**src/include/nvc_regs.svh**
```systemverilog
// register map, field positions and timing constants of the eeprom access controller
`ifndef NVC_REGS_SVH
`define NVC_REGS_SVH
`define NVC_IO_CONTROL 6'h1C
`define NVC_IO_DATA 6'h1D
`define NVC_IO_ADDRESS 6'h1E
`define NVC_DS_OFFSET 7'h20
`define NVC_BIT_READ 0
`define NVC_BIT_GO 1
`define NVC_BIT_ARM 2
`define NVC_BIT_RIE 3
`define NVC_MODE_LO 4
`define NVC_MODE_HI 5
`define NVC_ARM_CYCLES 3'h4
`define NVC_GO_STALL 3'h2
`define NVC_READ_STALL 3'h4
`define NVC_ATOMIC_US 3400
`define NVC_SPLIT_US 1800
`define NVC_OSC_KHZ 8000
`define NVC_DATA_RESET 8'h00
`endif

```
**src/include/nvc_pkg.sv**
```systemverilog
// types shared by the eeprom access controller
`default_nettype none
package nvc_pkg;
  typedef enum logic [1:0] {
    NVC_MODE_ATOMIC = 2'h0,
    NVC_MODE_ERASE = 2'h1,
    NVC_MODE_WRITE = 2'h2,
    NVC_MODE_RSVD = 2'h3
  } nvc_mode_e;
  typedef enum logic [2:0] {
    NVC_ST_IDLE = 3'h1,
    NVC_ST_ERASE = 3'h2,
    NVC_ST_WRITE = 3'h4
  } nvc_state_e;
endpackage
`default_nettype wire

```
**src/rtl/nvc_eeprom_ctrl.sv**
```systemverilog
// eeprom access controller: address, data and control registers, 64-byte array
//
// Function
// erase-only mode erases just the addressed byte, no write phase
// write-only mode programs data without erasing first
// mode 00 atomic 3.4 ms, 01 erase and 10 write 1.8 ms, 11 reserved
// go bit reads one while programming, cleared when time elapses
// while programming, every other eeprom operation is refused
// software must erase before write-only, else byte content is lost
// arm bit self-clears four cycles after software sets it
// go starts programming only while arm bit still set
// mode field writes are ignored while go is set
// reset forces mode to 00 unless programming is under way
// ready interrupt is a level while enabled, global enable set, not busy
// setting go stalls the cpu for two cycles
// read strobe fetches the byte at once and stalls four cycles
// while programming, reads are blocked and address cannot change
// six-bit address, upper two bits read zero, reset value undefined
// data register feeds writes and receives read results
// reset during programming lets the operation finish; nvData still resets to 00, so atomic and write-only modes program 00
// programming time comes from the calibrated oscillator
// software polls go before reading and sets address first
// registers at io 1C, 1D, 1E; data-space view adds 20
// go with reserved mode does nothing and clears at once; here it still clears the arm bit and stalls the cpu two cycles
`default_nettype none
`include "nvc_regs.svh"
module nvc_eeprom_ctrl #(
  parameter int DEPTH = 64,
  parameter int OSC_KHZ = `NVC_OSC_KHZ
) (
  input wire logic mclk,
  input wire logic rst,
  input wire logic oscTick,
  input wire logic globalIrqEnable,
  input wire logic [6:0] ioAddr,
  input wire logic dataSpace,
  input wire logic ioWrite,
  input wire logic ioRead,
  input wire logic [7:0] ioWdata,
  output logic [7:0] ioRdata,
  output logic cpuStall,
  output logic readyIrq
);
  localparam int AW = $clog2(DEPTH);
  initial begin
    if (DEPTH != 64) $error("address register is six bits wide");
  end

  ////////////////////////////////////////////////////////////////////////////
  // register decode
  logic [AW-1:0] nvAddress;
  logic [7:0] nvData;
  logic [1:0] programModeField;
  logic readyIrqEnable;
  logic programArmBit;
  logic [2:0] armCount;
  nvc_pkg::nvc_state_e state;
  nvc_pkg::nvc_state_e next_state;
  logic [7:0] mem [DEPTH];

  wire logic [6:0] base = dataSpace ? `NVC_DS_OFFSET : 7'h00;
  wire logic selCtrl = ioAddr == (base + {1'b0, `NVC_IO_CONTROL});
  wire logic selData = ioAddr == (base + {1'b0, `NVC_IO_DATA});
  wire logic selAddr = ioAddr == (base + {1'b0, `NVC_IO_ADDRESS});
  wire logic wrCtrl = ioWrite && selCtrl;
  wire logic busy = state != nvc_pkg::NVC_ST_IDLE;
  wire logic goWrite = wrCtrl && ioWdata[`NVC_BIT_GO] && !busy;
  wire logic goValid = goWrite && programArmBit;
  wire logic goReserved = programModeField == nvc_pkg::NVC_MODE_RSVD;
  wire logic goStart = goValid && !goReserved;
  wire logic modeWrite = wrCtrl && !busy && !goWrite;
  wire logic timerClear = rst && !busy;
  wire logic readStrobe = wrCtrl && ioWdata[`NVC_BIT_READ] && !busy;
  wire logic opDone;
  wire logic [7:0] ctrlRead = {2'b00, programModeField, readyIrqEnable,
                               programArmBit, busy, 1'b0};
  wire logic [7:0] addrRead = {{(8-AW){1'b0}}, nvAddress};
  wire logic [7:0] next_rdata = selCtrl ? ctrlRead : selData ? nvData :
                                selAddr ? addrRead : 8'h00;

  ////////////////////////////////////////////////////////////////////////////
  // programming sequencer
  always_comb begin
    next_state = state;
    unique case (state)
      nvc_pkg::NVC_ST_IDLE: begin
        if (goStart) begin
          unique case (programModeField)
            nvc_pkg::NVC_MODE_WRITE: next_state = nvc_pkg::NVC_ST_WRITE;
            default: next_state = nvc_pkg::NVC_ST_ERASE;
          endcase
        end
      end
      nvc_pkg::NVC_ST_ERASE: if (opDone) next_state = nvc_pkg::NVC_ST_IDLE;
      nvc_pkg::NVC_ST_WRITE: if (opDone) next_state = nvc_pkg::NVC_ST_IDLE;
      default: next_state = nvc_pkg::NVC_ST_IDLE;
    endcase
  end

  // state is reset only while idle so a started operation completes across reset
  always_ff @(posedge mclk) begin
    if (rst && !busy) state <= nvc_pkg::NVC_ST_IDLE;
    else state <= next_state;
  end

  nvc_osc_timer #(
    .OSC_KHZ(OSC_KHZ)
  ) u_timer (
    .mclk(mclk),
    .rst(timerClear),
    .oscTick(oscTick),
    .start(goStart),
    .longTime(programModeField == nvc_pkg::NVC_MODE_ATOMIC),
    .done(opDone)
  );

  // the array is updated at the end of the timed operation
  always_ff @(posedge mclk) begin
    if (opDone) begin
      if (programModeField == nvc_pkg::NVC_MODE_ERASE) mem[nvAddress] <= 8'hFF;
      else if (programModeField == nvc_pkg::NVC_MODE_WRITE)
        mem[nvAddress] <= mem[nvAddress] & nvData;
      else mem[nvAddress] <= nvData;
    end
  end

  ////////////////////////////////////////////////////////////////////////////
  // control register
  always_ff @(posedge mclk) begin
    if (rst) begin
      if (!busy) programModeField <= 2'b00;
      readyIrqEnable <= 1'b0;
      programArmBit <= 1'b0;
      armCount <= 3'h0;
    end else begin
      if (modeWrite) programModeField <= ioWdata[`NVC_MODE_HI:`NVC_MODE_LO];
      if (wrCtrl) readyIrqEnable <= ioWdata[`NVC_BIT_RIE];
      if (wrCtrl && ioWdata[`NVC_BIT_ARM] && !goWrite) begin
        programArmBit <= 1'b1;
        armCount <= `NVC_ARM_CYCLES;
      end else if (armCount > 3'h1) begin
        armCount <= armCount - 3'h1;
      end else begin
        programArmBit <= 1'b0;
        armCount <= 3'h0;
      end
      if (goValid) programArmBit <= 1'b0;
    end
  end

  ////////////////////////////////////////////////////////////////////////////
  // address and data registers
  always_ff @(posedge mclk) begin
    if (ioWrite && selAddr && !busy) nvAddress <= ioWdata[AW-1:0];
  end

  always_ff @(posedge mclk) begin
    if (rst) nvData <= `NVC_DATA_RESET;
    else if (readStrobe) nvData <= mem[nvAddress];
    else if (ioWrite && selData) nvData <= ioWdata;
  end

  ////////////////////////////////////////////////////////////////////////////
  // cpu halt and outputs
  wire logic stallRaw;
  nvc_stall_counter u_stall (
    .mclk(mclk),
    .rst(rst),
    .load(goValid || readStrobe),
    .cycles(readStrobe ? `NVC_READ_STALL : `NVC_GO_STALL),
    .stall(stallRaw)
  );

  always_ff @(posedge mclk) begin
    if (rst) begin
      ioRdata <= 8'h00;
      cpuStall <= 1'b0;
      readyIrq <= 1'b0;
    end else begin
      ioRdata <= ioRead ? next_rdata : 8'h00;
      cpuStall <= stallRaw;
      readyIrq <= readyIrqEnable && globalIrqEnable && (next_state == nvc_pkg::NVC_ST_IDLE);
    end
  end
endmodule
`default_nettype wire

```
**src/rtl/nvc_osc_timer.sv**
```systemverilog
// programming-time counter clocked by the calibrated oscillator tick
`default_nettype none
`include "nvc_regs.svh"
module nvc_osc_timer #(
  parameter int OSC_KHZ = `NVC_OSC_KHZ,
  parameter int ATOMIC_US = `NVC_ATOMIC_US,
  parameter int SPLIT_US = `NVC_SPLIT_US
) (
  input wire logic mclk,
  input wire logic rst,
  input wire logic oscTick,
  input wire logic start,
  input wire logic longTime,
  output logic done
);
  localparam int ATOMIC_TICKS = (OSC_KHZ * ATOMIC_US + 999) / 1000;
  localparam int SPLIT_TICKS = (OSC_KHZ * SPLIT_US + 999) / 1000;
  localparam int CW = $clog2(ATOMIC_TICKS + 1);
  initial begin
    if (ATOMIC_TICKS < 1 || SPLIT_TICKS < 1) $error("timer counts must be positive");
  end
  logic [CW-1:0] count;
  logic running;
  wire logic [CW-1:0] loadValue = longTime ? CW'(ATOMIC_TICKS) : CW'(SPLIT_TICKS);
  wire logic lastTick = running && oscTick && (count == CW'(1));
  // rst only reaches here while no operation runs, so a started count always completes
  always_ff @(posedge mclk) begin
    if (rst) begin
      count <= '0;
      running <= 1'b0;
    end else if (start) begin
      count <= loadValue;
      running <= 1'b1;
    end else if (lastTick) begin
      running <= 1'b0;
    end else if (running && oscTick) begin
      count <= count - CW'(1);
    end
  end
  always_ff @(posedge mclk) begin
    done <= lastTick;
  end
endmodule
`default_nettype wire

```
**src/rtl/nvc_stall_counter.sv**
```systemverilog
// counts down cpu halt cycles after a read or a program start
`default_nettype none
`include "nvc_regs.svh"
module nvc_stall_counter (
  input wire logic mclk,
  input wire logic rst,
  input wire logic load,
  input wire logic [2:0] cycles,
  output logic stall
);
  logic [2:0] left;
  always_ff @(posedge mclk) begin
    if (rst) left <= 3'h0;
    else if (load) left <= cycles;
    else if (left != 3'h0) left <= left - 3'h1;
  end
  assign stall = load || (left > 3'h1);
endmodule
`default_nettype wire

```
**config.mk**
```make
export PLATFORM = sky130hd
export DESIGN_NAME = nvc_eeprom_ctrl
export DESIGN_NICKNAME = d
export VERILOG_FILES = /design/src/include/nvc_pkg.sv /design/src/rtl/nvc_eeprom_ctrl.sv /design/src/rtl/nvc_osc_timer.sv /design/src/rtl/nvc_stall_counter.sv
export VERILOG_INCLUDE_DIRS = /design/src /design/src/include
export SDC_FILE = /design/constraint.sdc
export NUM_CORES = 1
export LEC_CHECK = 0
export BUFFER_PORTS_ARGS = -buffer_cell sky130_fd_sc_hd__buf_2
export CORE_ASPECT_RATIO = 0.6
export CORE_MARGIN = 4
export CORE_UTILIZATION = 55
export DETAILED_ROUTE_END_ITERATION = 8
export GPL_ROUTABILITY_DRIVEN = 0
export PLACE_DENSITY = 0.8
export SLEW_MARGIN = 15
export SYNTH_ARGS = -nofsm -noshare
export SYNTH_HDL_FRONTEND = slang
export SYNTH_SLANG_ARGS = --single-unit
```
**constraint.sdc**
```tcl
create_clock -name mclk -period 5.8 [get_ports mclk]
set_input_delay 0.87 -clock mclk [delete_from_list [all_inputs] [get_ports mclk]]
set_output_delay 0.87 -clock mclk [all_outputs]
set_load 0.05 [all_outputs]
```
=== After elaboration in Yosys (flattened, before gate mapping) ===
Memories as Yosys holds them, arrays and structs flattened. A register that Yosys moved wholly into a read port is not among the register bits.
Cells that the tools add are included.

* Register bits after elaboration: 54
* RAM bits: 512
* Input port bits: 22
* Output and inout port bits: 10
* Logic and storage cells: 123
* Memories: 1

* Add/sub/neg operators: 6
* Magnitude comparators: 2
* Equality and inequality tests: 15
* Mux-type cells: 40
* Bitwise operators: 5
* Reductions and logical operators: 38

{| class="wikitable"
|+ Memory list
! memory !! depth !! width !! read ports !! clocked after Yosys merged registers in !! wr ports !! line !! source
|-
| mem || 64 || 8 || 1 || 1 || 1 || nvc_eeprom_ctrl.sv:59 || <nowiki>logic [7:0] mem [DEPTH];</nowiki>
|}

{| class="wikitable"
|+ Operator list
! cell !! number
|-
| $mux 15 || 4
|-
| $mux 8 || 5
|-
| $mux 3 || 8
|-
| $mux 6 || 4
|-
| $add 6x5->7 const B || 3
|-
| $eq 7x7->1 || 3
|-
| $logic_and 1x1->1 || 19
|-
| $eq 15x1->1 const B || 1
|-
| $mux 1 || 15
|-
| $sub 15x1->15 const B || 1
|-
| $reduce_bool 2->1 || 5
|-
| $and 8x8->8 || 1
|-
| $eq 3x1->1 const B || 2
|-
| $gt 3x1->1 const B || 2
|-
| $mux 2 || 3
|-
| $ne 2x2->1 const B || 3
|-
| $pmux 3 s2 || 1
|-
| $reduce_or 2->1 || 3
|-
| $reduce_or 3->1 || 2
|-
| $sub 3x1->3 const B || 2
|-
| $eq 2x2->1 const B || 2
|-
| $reduce_and 2->1 || 2
|-
| $eq 3x2->1 const B || 1
|-
| $eq 3x3->1 const B || 1
|-
| other kinds (8) || 13
|}

=== Depth between registers and ports, before layout ===
* Depth in word-level cells: 12
* Gate-level depth with buffers: 11

=== Modules after synthesis ===
A second synthesis with hierarchy kept.

* Cell total of the unflattened synthesis: 1,315
* Area, all modules: 23,241.0 µm²

{| class="wikitable"
|+ By module, submodules not included
! module !! times used !! cells an instance !! area each (µm²) !! seq. area each (µm²)
|-
| nvc_eeprom_ctrl || 1 || 1,174 || 22,018.6 || 16,255.6
|-
| nvc_osc_timer || 1 || 116 || 994.7 || 340.3
|-
| nvc_stall_counter || 1 || 25 || 227.7 || 60.1
|}

=== Least setup slack after synthesis ===
Ideal clock, no wire load.

* Path kind: reg-to-reg
* Start: reg (tool-made name)
* End: mem mem[0][6] (data pin)
* Library setup time: 0.548 ns
* Arrival time: 3.576 ns
* Setup slack: 1.675 ns
* Stages on the path, launching flop included: 12
* Clock period less this slack: 4.125 ns
* Cell sequence: dfxtp_1 > buf_6 > buf_12 > buf_6 > buf_6 > and2_1 > buf_2 > a22oi_1 > nand2_1 > a221o_1 > a2bb2oi_1 > a21oi_1

{| class="wikitable"
|+ RTL lines
! element !! line
|-
| end: declaration || nvc_eeprom_ctrl.sv:59
|}

==> run_results.csv <==
group,metric,value,unit
outcome,status,"finished clean",
power,peakVddDrop,260,uV
placement,place_hpwl,34.7,mm
logic_synthesis,synthCells,1221,
clocking,insertion_delay,0.57,ns
global_route,overflow,0,
run,max-cap-violations,0,
worst_hold_path,hold_path_depth,1,
setup_path,critPathCaptureType,"register",
timing,slew_headroom,25.5,%
setup_path,startpoint_type,"register",
cells_and_area,area_growth,10.2,%
power,leakage,9.46,nW
logic_synthesis,synth_seq_area_share,72.9,%
cells_and_area,nets,1301,
timing,hold_viol_final,0,
logic_synthesis,syn-num-nets,1255,
worst_hold_path,hp-start,"armCount[0]",
clocking,hold_buffers,0,
setup_path,path_max_fanout,39,
timing,setup_tns,0,ns
cells_and_area,layout_common_cells,"edfxtp_1, mux4_2, nor2_1",
logic_synthesis,ys_warn_count,0,
clocking,clkTransAtPathRegs,0.07,ns
timing,finalCritPeriodShare,68.5,%
setup_path,r2r_cells,8,
logic_synthesis,ys.flop_type,"edfxtp_1",
clocking,cts_made_buffers,47,
clocking,cts_sinks,572,
floorplan,die_w,271,um
clocking,htreeDepth,2,
global_route,grt_pass1_vias,11800,
timing,worst_pin_slew,1.11,ns
global_route,antenna_found_initial,2,
cells_and_area,final_area,25200,sq um
routing,dr.pass1.iters,5,
logic_synthesis,synth_edf_count,520,
cells_and_area,antennaDiodeCount,0,
routing,avgViaCountPerCell,6.56,
clocking,root_buffer,"clkbuf_16",
placement,place_inst,1778,
clocking,clockBufferDepth,3,
routing,drc,0,
clocking,post_cts_buffers,0,
routing,wl_per_cell,29.0,um
clocking,cts_tree,"done",
global_route,grt_pass1_wl,79.5,mm
timing,layout_min_cycle_time,3.97,ns
global_route,grt_max_degree,65,
routing,vias,12200,
timing,skew,0.0130,ns
setup_path,arrival,4.22,ns
timing,setup_viol,0,
timing,fin_hold_ws,0.462,ns
worst_hold_path,holdPathEnd,"armCount[0]",
routing,ant_nets,0,
setup_path,r2r_slack,1.83,ns
cells_and_area,layout_commonest_cell,"edfxtp_1",
power,power.density,314,nW/um^2
logic_synthesis,synth_seq_cells,572,
cells_and_area,final_cell_count_no_fill,1865,
logic_synthesis,synth_area,22800,sq um
floorplan,fp.dieH,166,um
setup_path,crit_type,"reg -> reg",
floorplan,rows,57,
floorplan,start_util,56.1,%
clocking,ctsResizeCount,0,
worst_hold_path,hold_path.class,"reg -> reg",
placement,port_buffers,31,
floorplan,core_area,40700,sq um
cells_and_area,final.fill_count,2705,
logic_synthesis,async_flop_share,0,%
setup_path,critPathRequiredTime,6.05,ns
floorplan,io_pins,32,
timing,rsz0062_at_grt,"false",
logic_synthesis,syn_avg_cell_area,18.7,sq um
cells_and_area,drive_above_1_share,21.0,%
routing,routed_wl,54.0,mm
timing,slew_violations,0,
global_route,grt_usage,24.0,%
floorplan,die-area,45000,sq um
setup_path,worstReg2RegEnd,"mem[61][6]",
timing,max_freq,252,MHz
placement,dpl_cell_area,23600,sq um
logic_synthesis,synth_cell_types,62,
routing,first_iter_violations,1935,
critical path, cell delays in order (launching register included):
cell and delay (ns):
dfxtp_4 0.89, buf_4 0.37, mux4_2 0.52, nor2b_1 0.15
a211oi_1 0.54, nor4_1 0.12, a2bb2oi_1 0.32, a21oi_4 0.27
buf_4 0.37
worst max path at each step:
stage	startpoint	end	slack, ns	cells after the start
after floorplan	register	mem[0][6]	1.68	11
after global placement	register	mem[1][3]	1.91	6
after detailed placement	register	mem[48][6]	1.78	8
after CTS	register	mem[0][6]	1.81	8
after global routing	register	mem[8][6]	1.51	8
final	register	mem[61][6]	1.83	8
through the flow:
step	total power, mW	setup WS (ns)	util, %
final	7.91	1.83	61.8
after global routing	8.14	1.51	61.8
after CTS	7.92	1.81	61.8
after detailed placement	4.72	1.78	57.9
after global placement	4.71	1.91	57.9
after floorplan	4.67	1.68	-
report_power, final:
| group | switching (mW) | internal [mW] | leakage (nW) |
|---|---|---|---|
| registers | 0.0197 | 4.45 | 6.57 |
| logic | 0.102 | 0.0712 | 2.13 |
| clock network | 1.43 | 1.85 | 0.757 |
synth_stat cells (all sizes together), types with 11 or more instances:
cell / count / share of area, %
dfxtp: 52 / 4.6
a22oi: 15 / 0.49
mux2: 15 / 0.74
clkbuf: 17 / 0.28
nor2b: 22 / 0.60
a21oi: 27 / 0.59
buf: 38 / 1.3
o21ai: 20 / 0.44
nand2b: 16 / 0.44
inv: 12 / 0.20
nor3: 11 / 0.24
mux4: 129 / 13
nand3: 13 / 0.28
nand2: 42 / 0.69
nor2: 115 / 1.9
edfxtp: 520 / 68
mux2i: 38 / 1.7
ha: 12 / 0.66
flip-flops by register name, indices dropped and copies added, names as in the netlist, named ones only:
name	flops
armCount	3
cpuStall	1
ioRdata	8
mem	512
nvAddress	6
nvData	8
programArmBit	1
programModeField	2
readyIrq	1
readyIrqEnable	1
state	3
u_stall.left	3
u_timer.count	15
u_timer.done	1
u_timer.running	1
cells by family (layout without fill, tap and decap cells):
group           Yosys count  count (layout)  share of synthesized area, %
mux                     182             182                          15.2
buf+inv                  67             151                          1.78
simple gates            264             264                          5.68
compound gates          108             108                          3.16
xor+xnor                 16              16                         0.614
flops                   572             572                          72.9
fa+ha+maj                12              12                         0.657
area by class of cell:
type | instances | area (sq um) | share of cell area, %
clock buffers | 64 | 1300 | 5.18
clock inverters | 23 | 268 | 1.06
inverters | 12 | 45.0 | 0.179
multi-input cells | 582 | 5860 | 23.3
flip-flops and latches | 572 | 16700 | 66.2
well taps | 560 | 701 | 2.78
repair buffers | 52 | 325 | 1.29
routing by layer:
layer | track usage [%] | share of wire [%] | up-vias
met4 | 5.34 | 2.2 | 2
met1 | 37.0 | 41 | 6274
met3 | 10.3 | 15 | 107
li1 | - | - | 5006
met5 | 0 | 0.024 | -
met2 | 32.1 | 42 | 849
No activity file was read; power rests on OpenSTA's default activity.
